### config.mk
export PLATFORM = sky130hd
export DESIGN_NAME = dcrs_dc_time
export DESIGN_NICKNAME = d
export VERILOG_FILES = /design/src/pkg/dcrs_pkg.sv /design/src/rtl/dcrs_time_compare.sv /design/src/rtl/dcrs_dc_time.sv
export SDC_FILE = /design/constraint.sdc
export NUM_CORES = 2
export LEC_CHECK = 0
export BUFFER_PORTS_ARGS = -buffer_cell sky130_fd_sc_hd__buf_4
export CORE_MARGIN = 2
export CORE_UTILIZATION = 47
export DETAILED_ROUTE_END_ITERATION = 10
export PLACE_DENSITY = 0.73
export SYNTH_ARGS = -nofsm -noshare
export SYNTH_HDL_FRONTEND = slang
export SYNTH_SLANG_ARGS = --single-unit
### constraint.sdc
create_clock -name CLK -period 9.5 [get_ports CLK]
set_clock_uncertainty 0.05 [all_clocks]
set_input_delay 0.475 -clock CLK [delete_from_list [all_inputs] [get_ports CLK]]
set_output_delay 0.475 -clock CLK [all_outputs]
set_load 0.02 [all_outputs]
### src/pkg/dcrs_pkg.sv
package dcrs_pkg;
    // widths of the register path and of time values
    localparam int             DCRS_ADDR_W        = 12;
    localparam int             DCRS_DATA_W        = 32;
    localparam int             DCRS_TIME_W        = 64;

    // register word offsets
    localparam logic [11:0]    DCRS_OFF_LATCH_TRIG = 12'h900;
    localparam logic [11:0]    DCRS_OFF_P1_STAMP   = 12'h904;
    localparam logic [11:0]    DCRS_OFF_P2_STAMP   = 12'h908;
    localparam logic [11:0]    DCRS_OFF_SYS_LO     = 12'h910;
    localparam logic [11:0]    DCRS_OFF_SYS_HI     = 12'h914;
    localparam logic [11:0]    DCRS_OFF_PU_LO      = 12'h918;
    localparam logic [11:0]    DCRS_OFF_PU_HI      = 12'h91c;
    localparam logic [11:0]    DCRS_OFF_OFS_LO     = 12'h920;
    localparam logic [11:0]    DCRS_OFF_OFS_HI     = 12'h924;

    // reset values
    localparam logic [63:0]    DCRS_SYS_TIME_RST   = 64'h0;
    localparam logic [63:0]    DCRS_OFFSET_RST     = 64'h0;
    localparam logic [63:0]    DCRS_STAMP_RST      = 64'h0;
    localparam logic [31:0]    DCRS_WORD_ZERO      = 32'h0;

    // local time advances by one clock period in ns per cycle
    localparam int             DCRS_CLK_PERIOD_NS  = 4;
    localparam logic [63:0]    DCRS_TIME_STEP      = 64'(DCRS_CLK_PERIOD_NS);

    // preamble ingress indices
    localparam int             DCRS_NUM_INGRESS    = 4;
    localparam int             DCRS_IDX_P0         = 0;
    localparam int             DCRS_IDX_P1         = 1;
    localparam int             DCRS_IDX_P2         = 2;
    localparam int             DCRS_IDX_PU         = 3;
endpackage : dcrs_pkg

### src/rtl/dcrs_time_compare.sv
`timescale 1ns/10ps
module dcrs_time_compare
    import dcrs_pkg::*;
(
    input  wire logic [dcrs_pkg::DCRS_DATA_W-1:0] received,  // written system time
    input  wire logic [dcrs_pkg::DCRS_DATA_W-1:0] local_copy, // local system time copy
    output logic      [dcrs_pkg::DCRS_DATA_W-1:0] diff,      // received minus local
    output logic                                  local_ge   // local copy not below received
);
    logic [DCRS_DATA_W-1:0] local_minus_rx;

    // modulo difference both ways; sign of local minus received gives the order
    always_comb begin
        diff           = received - local_copy;
        local_minus_rx = local_copy - received;
        local_ge       = ~local_minus_rx[DCRS_DATA_W-1];
    end
endmodule : dcrs_time_compare

### src/rtl/dcrs_dc_time.sv
`timescale 1ns/10ps
// Notes on behaviour
// - port 1 latch-trigger write stamps preamble time
// - port 2 latch-trigger write stamps preamble time
// - network read returns frame-start system time
// - host low-word read snapshots whole system time
// - network low-word write compares at frame end, host write compares at once
// - configuration picks network or host writer
// - any valid latch-trigger write latches processing-unit stamp while port 0 is closed
// - port 0 open: unit stamp mirrors port 0
// - system time equals local time plus offset
// - registers accessed as 32-bit words
// - system time and offset reset to zero
// - only broadcast/configured writes latch port stamps
// - stamps update only after the frame ends
module dcrs_dc_time
    import dcrs_pkg::*;
(
    input  wire logic                                  CLK,              // 250 MHz clock
    input  wire logic                                  RST_N,            // async reset, active low
    input  wire logic                                  CE,               // clock enable
    input  wire logic [dcrs_pkg::DCRS_NUM_INGRESS-1:0] FRM_PREAMBLE,     // first preamble bit per ingress
    input  wire logic                                  FRM_SOF,          // start-of-frame delimiter pulse
    input  wire logic                                  FRM_END,          // end of frame pulse
    input  wire logic                                  FRM_VALID,        // frame good, with FRM_END
    input  wire logic                                  NET_WR,           // network-side word write
    input  wire logic                                  NET_RD,           // network-side word read
    input  wire logic [dcrs_pkg::DCRS_ADDR_W-1:0]      NET_ADDR,         // network-side word address
    input  wire logic [dcrs_pkg::DCRS_DATA_W-1:0]      NET_WDATA,        // network-side write data
    input  wire logic                                  NET_LATCH_CMD,    // write is broadcast or configured
    input  wire logic                                  HOST_WR,          // host-side word write
    input  wire logic                                  HOST_RD,          // host-side word read
    input  wire logic [dcrs_pkg::DCRS_ADDR_W-1:0]      HOST_ADDR,        // host-side word address
    input  wire logic [dcrs_pkg::DCRS_DATA_W-1:0]      HOST_WDATA,       // host-side write data
    input  wire logic                                  PORT0_OPEN,       // port 0 open
    input  wire logic                                  HOST_SYS_CTRL,    // host controls system time
    input  wire logic [dcrs_pkg::DCRS_DATA_W-1:0]      SYS_TIME_DELAY,   // delay to reference clock
    output logic      [dcrs_pkg::DCRS_DATA_W-1:0]      NET_RDATA,        // network read data
    output logic                                       NET_RVALID,       // network read data valid
    output logic      [dcrs_pkg::DCRS_DATA_W-1:0]      HOST_RDATA,       // host read data
    output logic                                       HOST_RVALID,      // host read data valid
    output logic      [dcrs_pkg::DCRS_TIME_W-1:0]      SYS_TIME,         // current system time
    output logic                                       CMP_STROBE,       // comparison result pulse
    output logic                                       CMP_GE,           // local copy >= received
    output logic      [dcrs_pkg::DCRS_DATA_W-1:0]      CMP_DIFF          // received minus local copy
);
    typedef struct packed {
        logic [63:0]                       local_time;
        logic [63:0]                       offset;
        logic [63:0]                       sys_time;
        logic [DCRS_NUM_INGRESS-1:0][63:0] pend;
        logic [31:0]                       p1_stamp;
        logic [31:0]                       p2_stamp;
        logic [63:0]                       pu_stamp;
        logic [63:0]                       sof_sys;
        logic [31:0]                       host_snap_hi;
        logic [31:0]                       cmp_val;
        logic                              cmp_pend;
        logic                              trig_bc;
        logic                              trig_any;
        logic [31:0]                       net_rdata;
        logic                              net_rvalid;
        logic [31:0]                       host_rdata;
        logic                              host_rvalid;
        logic                              cmp_stb;
        logic                              cmp_ge;
        logic [31:0]                       cmp_diff;
    } dcrs_state_type;

    dcrs_state_type st;
    dcrs_state_type next_st;

    logic [63:0] sys_now;
    logic [63:0] sof_now;
    logic [31:0] cmp_rx;
    logic [31:0] cmp_loc;
    logic [31:0] cmp_diff_w;
    logic        cmp_ge_w;
    logic        net_trig_hit;
    logic        net_sys_wr;
    logic        host_sys_wr;
    logic        frame_ok;

    // word address match
    function automatic logic word_hit(input logic [DCRS_ADDR_W-1:0] addr, input logic [DCRS_ADDR_W-1:0] off);
        word_hit = (addr == off);
    endfunction : word_hit

    // read value of the registers both sides see alike
    function automatic logic [31:0] common_read(input logic [DCRS_ADDR_W-1:0] addr, input dcrs_state_type s);
        common_read = DCRS_WORD_ZERO;
        if (word_hit(addr, DCRS_OFF_P1_STAMP)) common_read = s.p1_stamp;
        if (word_hit(addr, DCRS_OFF_P2_STAMP)) common_read = s.p2_stamp;
        if (word_hit(addr, DCRS_OFF_PU_LO))    common_read = s.pu_stamp[31:0];
        if (word_hit(addr, DCRS_OFF_PU_HI))    common_read = s.pu_stamp[63:32];
        if (word_hit(addr, DCRS_OFF_OFS_LO))   common_read = s.offset[31:0];
        if (word_hit(addr, DCRS_OFF_OFS_HI))   common_read = s.offset[63:32];
    endfunction : common_read

    // live system time and its frame-start view including the path delay
    always_comb begin
        sys_now      = st.local_time + st.offset;
        sof_now      = sys_now + {DCRS_WORD_ZERO, SYS_TIME_DELAY};
        net_trig_hit = NET_WR && word_hit(NET_ADDR, DCRS_OFF_LATCH_TRIG);
        net_sys_wr   = NET_WR && !HOST_SYS_CTRL && word_hit(NET_ADDR, DCRS_OFF_SYS_LO);
        host_sys_wr  = HOST_WR && HOST_SYS_CTRL && word_hit(HOST_ADDR, DCRS_OFF_SYS_LO);
        frame_ok     = FRM_END && FRM_VALID;
    end

    // host compare runs at once against live time, network compare at frame end
    always_comb begin
        if (host_sys_wr) begin
            cmp_rx  = HOST_WDATA;
            cmp_loc = sys_now[31:0];
        end else begin
            cmp_rx  = net_sys_wr ? NET_WDATA : st.cmp_val;                 // a write in the end cycle counts
            cmp_loc = st.sof_sys[31:0];
        end
    end

    dcrs_time_compare u_cmp (
        .received   (cmp_rx),
        .local_copy (cmp_loc),
        .diff       (cmp_diff_w),
        .local_ge   (cmp_ge_w)
    );

    // next state
    always_comb begin
        next_st             = st;
        next_st.cmp_stb     = 1'b0;
        next_st.net_rvalid  = 1'b0;
        next_st.host_rvalid = 1'b0;
        next_st.local_time  = st.local_time + DCRS_TIME_STEP;
        next_st.sys_time    = sys_now;

        // preamble time per ingress, held until the frame ends
        for (int i = 0; i < DCRS_NUM_INGRESS; i++) begin
            if (FRM_PREAMBLE[i]) begin
                next_st.pend[i] = st.local_time;
            end
        end
        if (FRM_SOF) begin
            next_st.sof_sys = sof_now;
        end

        // trigger flags; a write in the end cycle still counts
        if (net_trig_hit) begin
            next_st.trig_any = 1'b1;
            if (NET_LATCH_CMD) begin
                next_st.trig_bc = 1'b1;
            end
        end
        if (net_sys_wr) begin
            next_st.cmp_val  = NET_WDATA;
            next_st.cmp_pend = 1'b1;
        end

        // stamps change only at frame end, so the same frame never sees them
        if (FRM_END) begin
            next_st.trig_any = 1'b0;
            next_st.trig_bc  = 1'b0;
            next_st.cmp_pend = 1'b0;
            if (frame_ok && (st.trig_bc || (net_trig_hit && NET_LATCH_CMD))) begin
                next_st.p1_stamp = st.pend[DCRS_IDX_P1][31:0];
                next_st.p2_stamp = st.pend[DCRS_IDX_P2][31:0];
                if (PORT0_OPEN) begin
                    next_st.pu_stamp = {DCRS_WORD_ZERO, st.pend[DCRS_IDX_P0][31:0]};
                end
            end
            if (frame_ok && !PORT0_OPEN && (st.trig_any || net_trig_hit)) begin
                next_st.pu_stamp = st.pend[DCRS_IDX_PU];
            end
            if (frame_ok && (st.cmp_pend || net_sys_wr) && !host_sys_wr) begin
                next_st.cmp_stb  = 1'b1;
                next_st.cmp_ge   = cmp_ge_w;
                next_st.cmp_diff = cmp_diff_w;
            end
        end
        if (host_sys_wr) begin
            next_st.cmp_stb  = 1'b1;
            next_st.cmp_ge   = cmp_ge_w;
            next_st.cmp_diff = cmp_diff_w;
        end

        // offset written by either side, network wins a clash on one word
        if (HOST_WR && word_hit(HOST_ADDR, DCRS_OFF_OFS_LO)) next_st.offset[31:0]  = HOST_WDATA;
        if (HOST_WR && word_hit(HOST_ADDR, DCRS_OFF_OFS_HI)) next_st.offset[63:32] = HOST_WDATA;
        if (NET_WR && word_hit(NET_ADDR, DCRS_OFF_OFS_LO))   next_st.offset[31:0]  = NET_WDATA;
        if (NET_WR && word_hit(NET_ADDR, DCRS_OFF_OFS_HI))   next_st.offset[63:32] = NET_WDATA;

        // network reads: system time from the frame-start copy
        if (NET_RD) begin
            next_st.net_rvalid = 1'b1;
            next_st.net_rdata  = common_read(NET_ADDR, st);
            if (word_hit(NET_ADDR, DCRS_OFF_SYS_LO)) next_st.net_rdata = st.sof_sys[31:0];
            if (word_hit(NET_ADDR, DCRS_OFF_SYS_HI)) next_st.net_rdata = st.sof_sys[63:32];
        end

        // host reads: low word takes the snapshot, high word returns it
        if (HOST_RD) begin
            next_st.host_rvalid = 1'b1;
            next_st.host_rdata  = common_read(HOST_ADDR, st);
            if (word_hit(HOST_ADDR, DCRS_OFF_SYS_LO)) begin
                next_st.host_rdata   = sys_now[31:0];
                next_st.host_snap_hi = sys_now[63:32];
            end
            if (word_hit(HOST_ADDR, DCRS_OFF_SYS_HI)) next_st.host_rdata = st.host_snap_hi;
        end
    end

    // state register, frozen while CE is low
    always_ff @(posedge CLK or negedge RST_N) begin
        if (!RST_N) begin
            st              <= '0;
            st.local_time   <= DCRS_SYS_TIME_RST;
            st.offset       <= DCRS_OFFSET_RST;
            st.sys_time     <= DCRS_SYS_TIME_RST;
            st.pu_stamp     <= DCRS_STAMP_RST;
        end else if (CE) begin
            st <= next_st;
        end
    end

    assign NET_RDATA   = st.net_rdata;
    assign NET_RVALID  = st.net_rvalid;
    assign HOST_RDATA  = st.host_rdata;
    assign HOST_RVALID = st.host_rvalid;
    assign SYS_TIME    = st.sys_time;
    assign CMP_STROBE  = st.cmp_stb;
    assign CMP_GE      = st.cmp_ge;
    assign CMP_DIFF    = st.cmp_diff;
endmodule : dcrs_dc_time

==> metrics.txt <==
CP Class reg -> reg; Ys Warns 0; met3 Use GR 9.293%; Vias/cell 6.293; via count 33280; io pins 301; initial antenna violation count 10; critical path capture point type flop; Syn-to-layout area delta 11.97%; port bufs 300; FMAX 159.4 MHz; setup TNS 0 ps; placed cell area 42200 sq um; layout cells sized above 1 20.64%; Die X 295.7 um; Crit path required time 10000 ps; Post-Route WL about 150000 um; GRT busiest layer met2; slew margin rel. 16.04%; critical path startpoint st[745]; CP Data Arrival Time just under 7000 ps; final period utilization 66.02%; Initial Utilization 47.62%; Finished Core Util 53.33%; Routed Antenna Nets 0; core area 83950 sq um; largest net degree at the start of global routing around 180; Slew Limit Fails 0; fraction of registers with async set/reset 100.0%; post-route cell area 44770 sq um; Placed Cells about 5200; predominant post-synthesis flop cell dfrtp_1; max-cap viol count 0; Pwr Density ~160 nW/um^2; Inserted Clock Buffers 75; grt total ovfl 0; synth unique cells 90; clock-pin slew on the worst setup and hold paths 70 ps; final hold violation count 0; Least-Margin Pin Slew 1255 ps; Tmin final 6272 ps; Wirelength per Cell 28.85 um; Post-synth EDFFs 0; Setup violations, final 0; post-synth top area share 43.50%; DIE HEIGHT 295.7 um; Seq cells post-synth 695; FF-to-FF Start st[745]; Pre-Repair DR Iteration Count 11; vias in the first global route 31430; residual DRC count 0; initial DRC count 4663; TritonCTS clock tree built; register area share after synthesis 43.50%; met1 usage a little under half; H-tree lvl count 3; GP Congestion 1.048; Synth area leaders dfrtp_1 (43%), mux2_2 (8.7%), ha_1 (4.8%), nand2_1 (4.7%), o21ai_0 (4.4%); average size of a mapped cell 9.909 sq um; die area 87420 sq um; Max VDD drop 127.9 uV; crit path to st[230]; Hold Path Class in -> reg; Setup crit start kind flop; Num Clock Sinks roughly 700; reg2reg path depth 23; reg-to-reg endpoint st[230]; Syn Std Cell Area 39980 sq um; Layout Nets 4389; fin cells 5289; GR Util met2 49.92%; Bufs on Longest Clock Path 3; Clock Latency Late Sink 640 ps; hpwl dp ~120000 um; net count after synthesis 4328; reg2reg setup slack 3230 ps; status complete, no violations; Root Driver clkbuf_16; leakage power about 21 nW; first-pass GRT wire length ~220000 um; unrepaired setup endpoints after global routing false; Gate Count Post-Synth a little over 4000; CP max FO 9; Global Route Usage Sum 34.51%; area leader, netlist dfrtp_1; row count approximately 110
==> logic make-up (layout without fill, tap and decap cells) <==
kind of cell	after synthesis	in the layout	share of synthesized area (%)
AO/OA/AOI/OAI	1055	1055	17.32
XOR/XNOR	193	193	4.281
adder cells (fa/ha/maj)	156	156	4.938
buffers and inverters	500	617	6.256
flip-flops	695	695	43.50
multiplexers	466	466	12.64
other	0	3	0
AND/OR/NAND/NOR	970	970	11.07
==> state kept, by name (all words and copies together), names as in the netlist <==
signal / cells
HOST_RDATA: 32
HOST_RVALID: 1
NET_RDATA: 32
SYS_TIME: 64
CMP_DIFF: 32
CMP_STROBE: 1
st: 531
NET_RVALID: 1
CMP_GE: 1
==> worst max-delay path, stage by stage (launching register included) <==
cell	delay, ps
dfrtp_1	520
ha_1	270
inv_1	70
fa_1	420
nand2b_1	220
a21o_1	200
a211o_1	340
a311oi_1	390
nor2_1	80
o21a_1	140
o21ai_0	210
xnor2_1	90
buf_4	180
ha_1	380
nand4_1	130
nor2_1	240
nand2_1	130
o311a_1	380
o21ai_0	120
o21ai_2	140
nor4_4	600
nand3_2	220
o41a_1	470
o31ai_1	200
==> metal layers <==
layer / vias up / part of all wire (%) / routed length, um
met5: - / 0.11 / 166
met4: 14 / 5.7 / 8769
met3: 411 / 11 / 16900
met2: 1855 / 42 / 64050
met1: 16440 / 41 / 62730
li1: 14570 / - / -
==> area by class of cell <==
class / instances / area [sq um]
diodes: 3 / 7.507
clock buffers: 110 / 2221
clock inverters: 23 / 332.8
fillers: 7405 / 39190
inverters: 122 / 457.9
multi-input cells: 2840 / 20190
flip-flops and latches: 695 / 17390
well taps: 1134 / 1419
repair buffers: 362 / 2753
==> Yosys cell counts (26+ instances only) <==
library cell,instances
clkbuf_1,185
nand2b_1,26
nor3_1,38
nor2_1,165
mux2i_1,156
a222oi_1,58
mux2_2,310
xor2_1,64
a221oi_1,65
a21o_1,59
inv_1,122
dfrtp_1,695
a22o_1,37
a21oi_1,185
o21a_1,36
ha_1,153
xnor2_1,127
a22oi_1,43
buf_4,162
nand2_1,497
o21ai_0,353
a31oi_1,55
nand3_1,59
and3_1,35
nand4_1,40
==> how the worst min path moves through the flow <==
stage / cells after the start / endpoint / start
floorplan: 0 / CMP_DIFF[0] / RST_N
detailed placement: 2 / st[510] / st[510]
CTS: 2 / st[103] / NET_WDATA[0]
finish: 2 / st[103] / NET_WDATA[0]
global route: 2 / st[103] / NET_WDATA[0]
global placement: 2 / st[510] / st[510]
==> stage by stage <==
step	worst slack [ps]	hold WS (ps)	power (mW)
after global routing	2726	52.39	7.539
final	3228	60.76	7.307
after floorplan	3896	129.4	3.839
after CTS	3322	31.70	7.312
after detailed placement	2972	416.9	4.265
after global placement	3002	407.1	4.256
==> cell usage in the layout (no fill, tap or decap), types with 13 or more instances in the layout <==
cell         n
dfrtp_1    695
nand2_1    488
buf_4      358
o21ai_0    353
mux2_2     310
a21oi_1    185
nor2_1     158
mux2i_1    156
ha_1       153
xnor2_1    127
inv_1      122
clkbuf_16   77
a221oi_1    65
xor2_1      64
a21o_1      59
nand3_1     58
a222oi_1    58
a31oi_1     55
a22oi_1     43
nand4_1     40
a22o_1      37
o21a_1      36
nor3_1      36
and3_1      31
nand2b_1    25
o211ai_1    18
nor2b_1     18
o21bai_1    17
clkbuf_8    17
a211oi_1    16
o22ai_1     16
clkbuf_1    16
and2_1      13
==> power breakdown <==
part	switching [mW]	leakage [nW]	internal, mW
sequential	0.157	9.48	3.10
combinational	0.599	10.5	0.381
clock	1.25	1.26	1.82
total	2.01	21.3	5.30
==> repair_timing <==
| action | in CTS | in global routing |
|---|---|---|
| setup buffers | 0 | 0 |
| resized for setup | 0 | 0 |
| endpoints found under the hold margin | 100 | 0 |
| hold buffers | 1 | 0 |
Power figures use the tool's default switching activity.
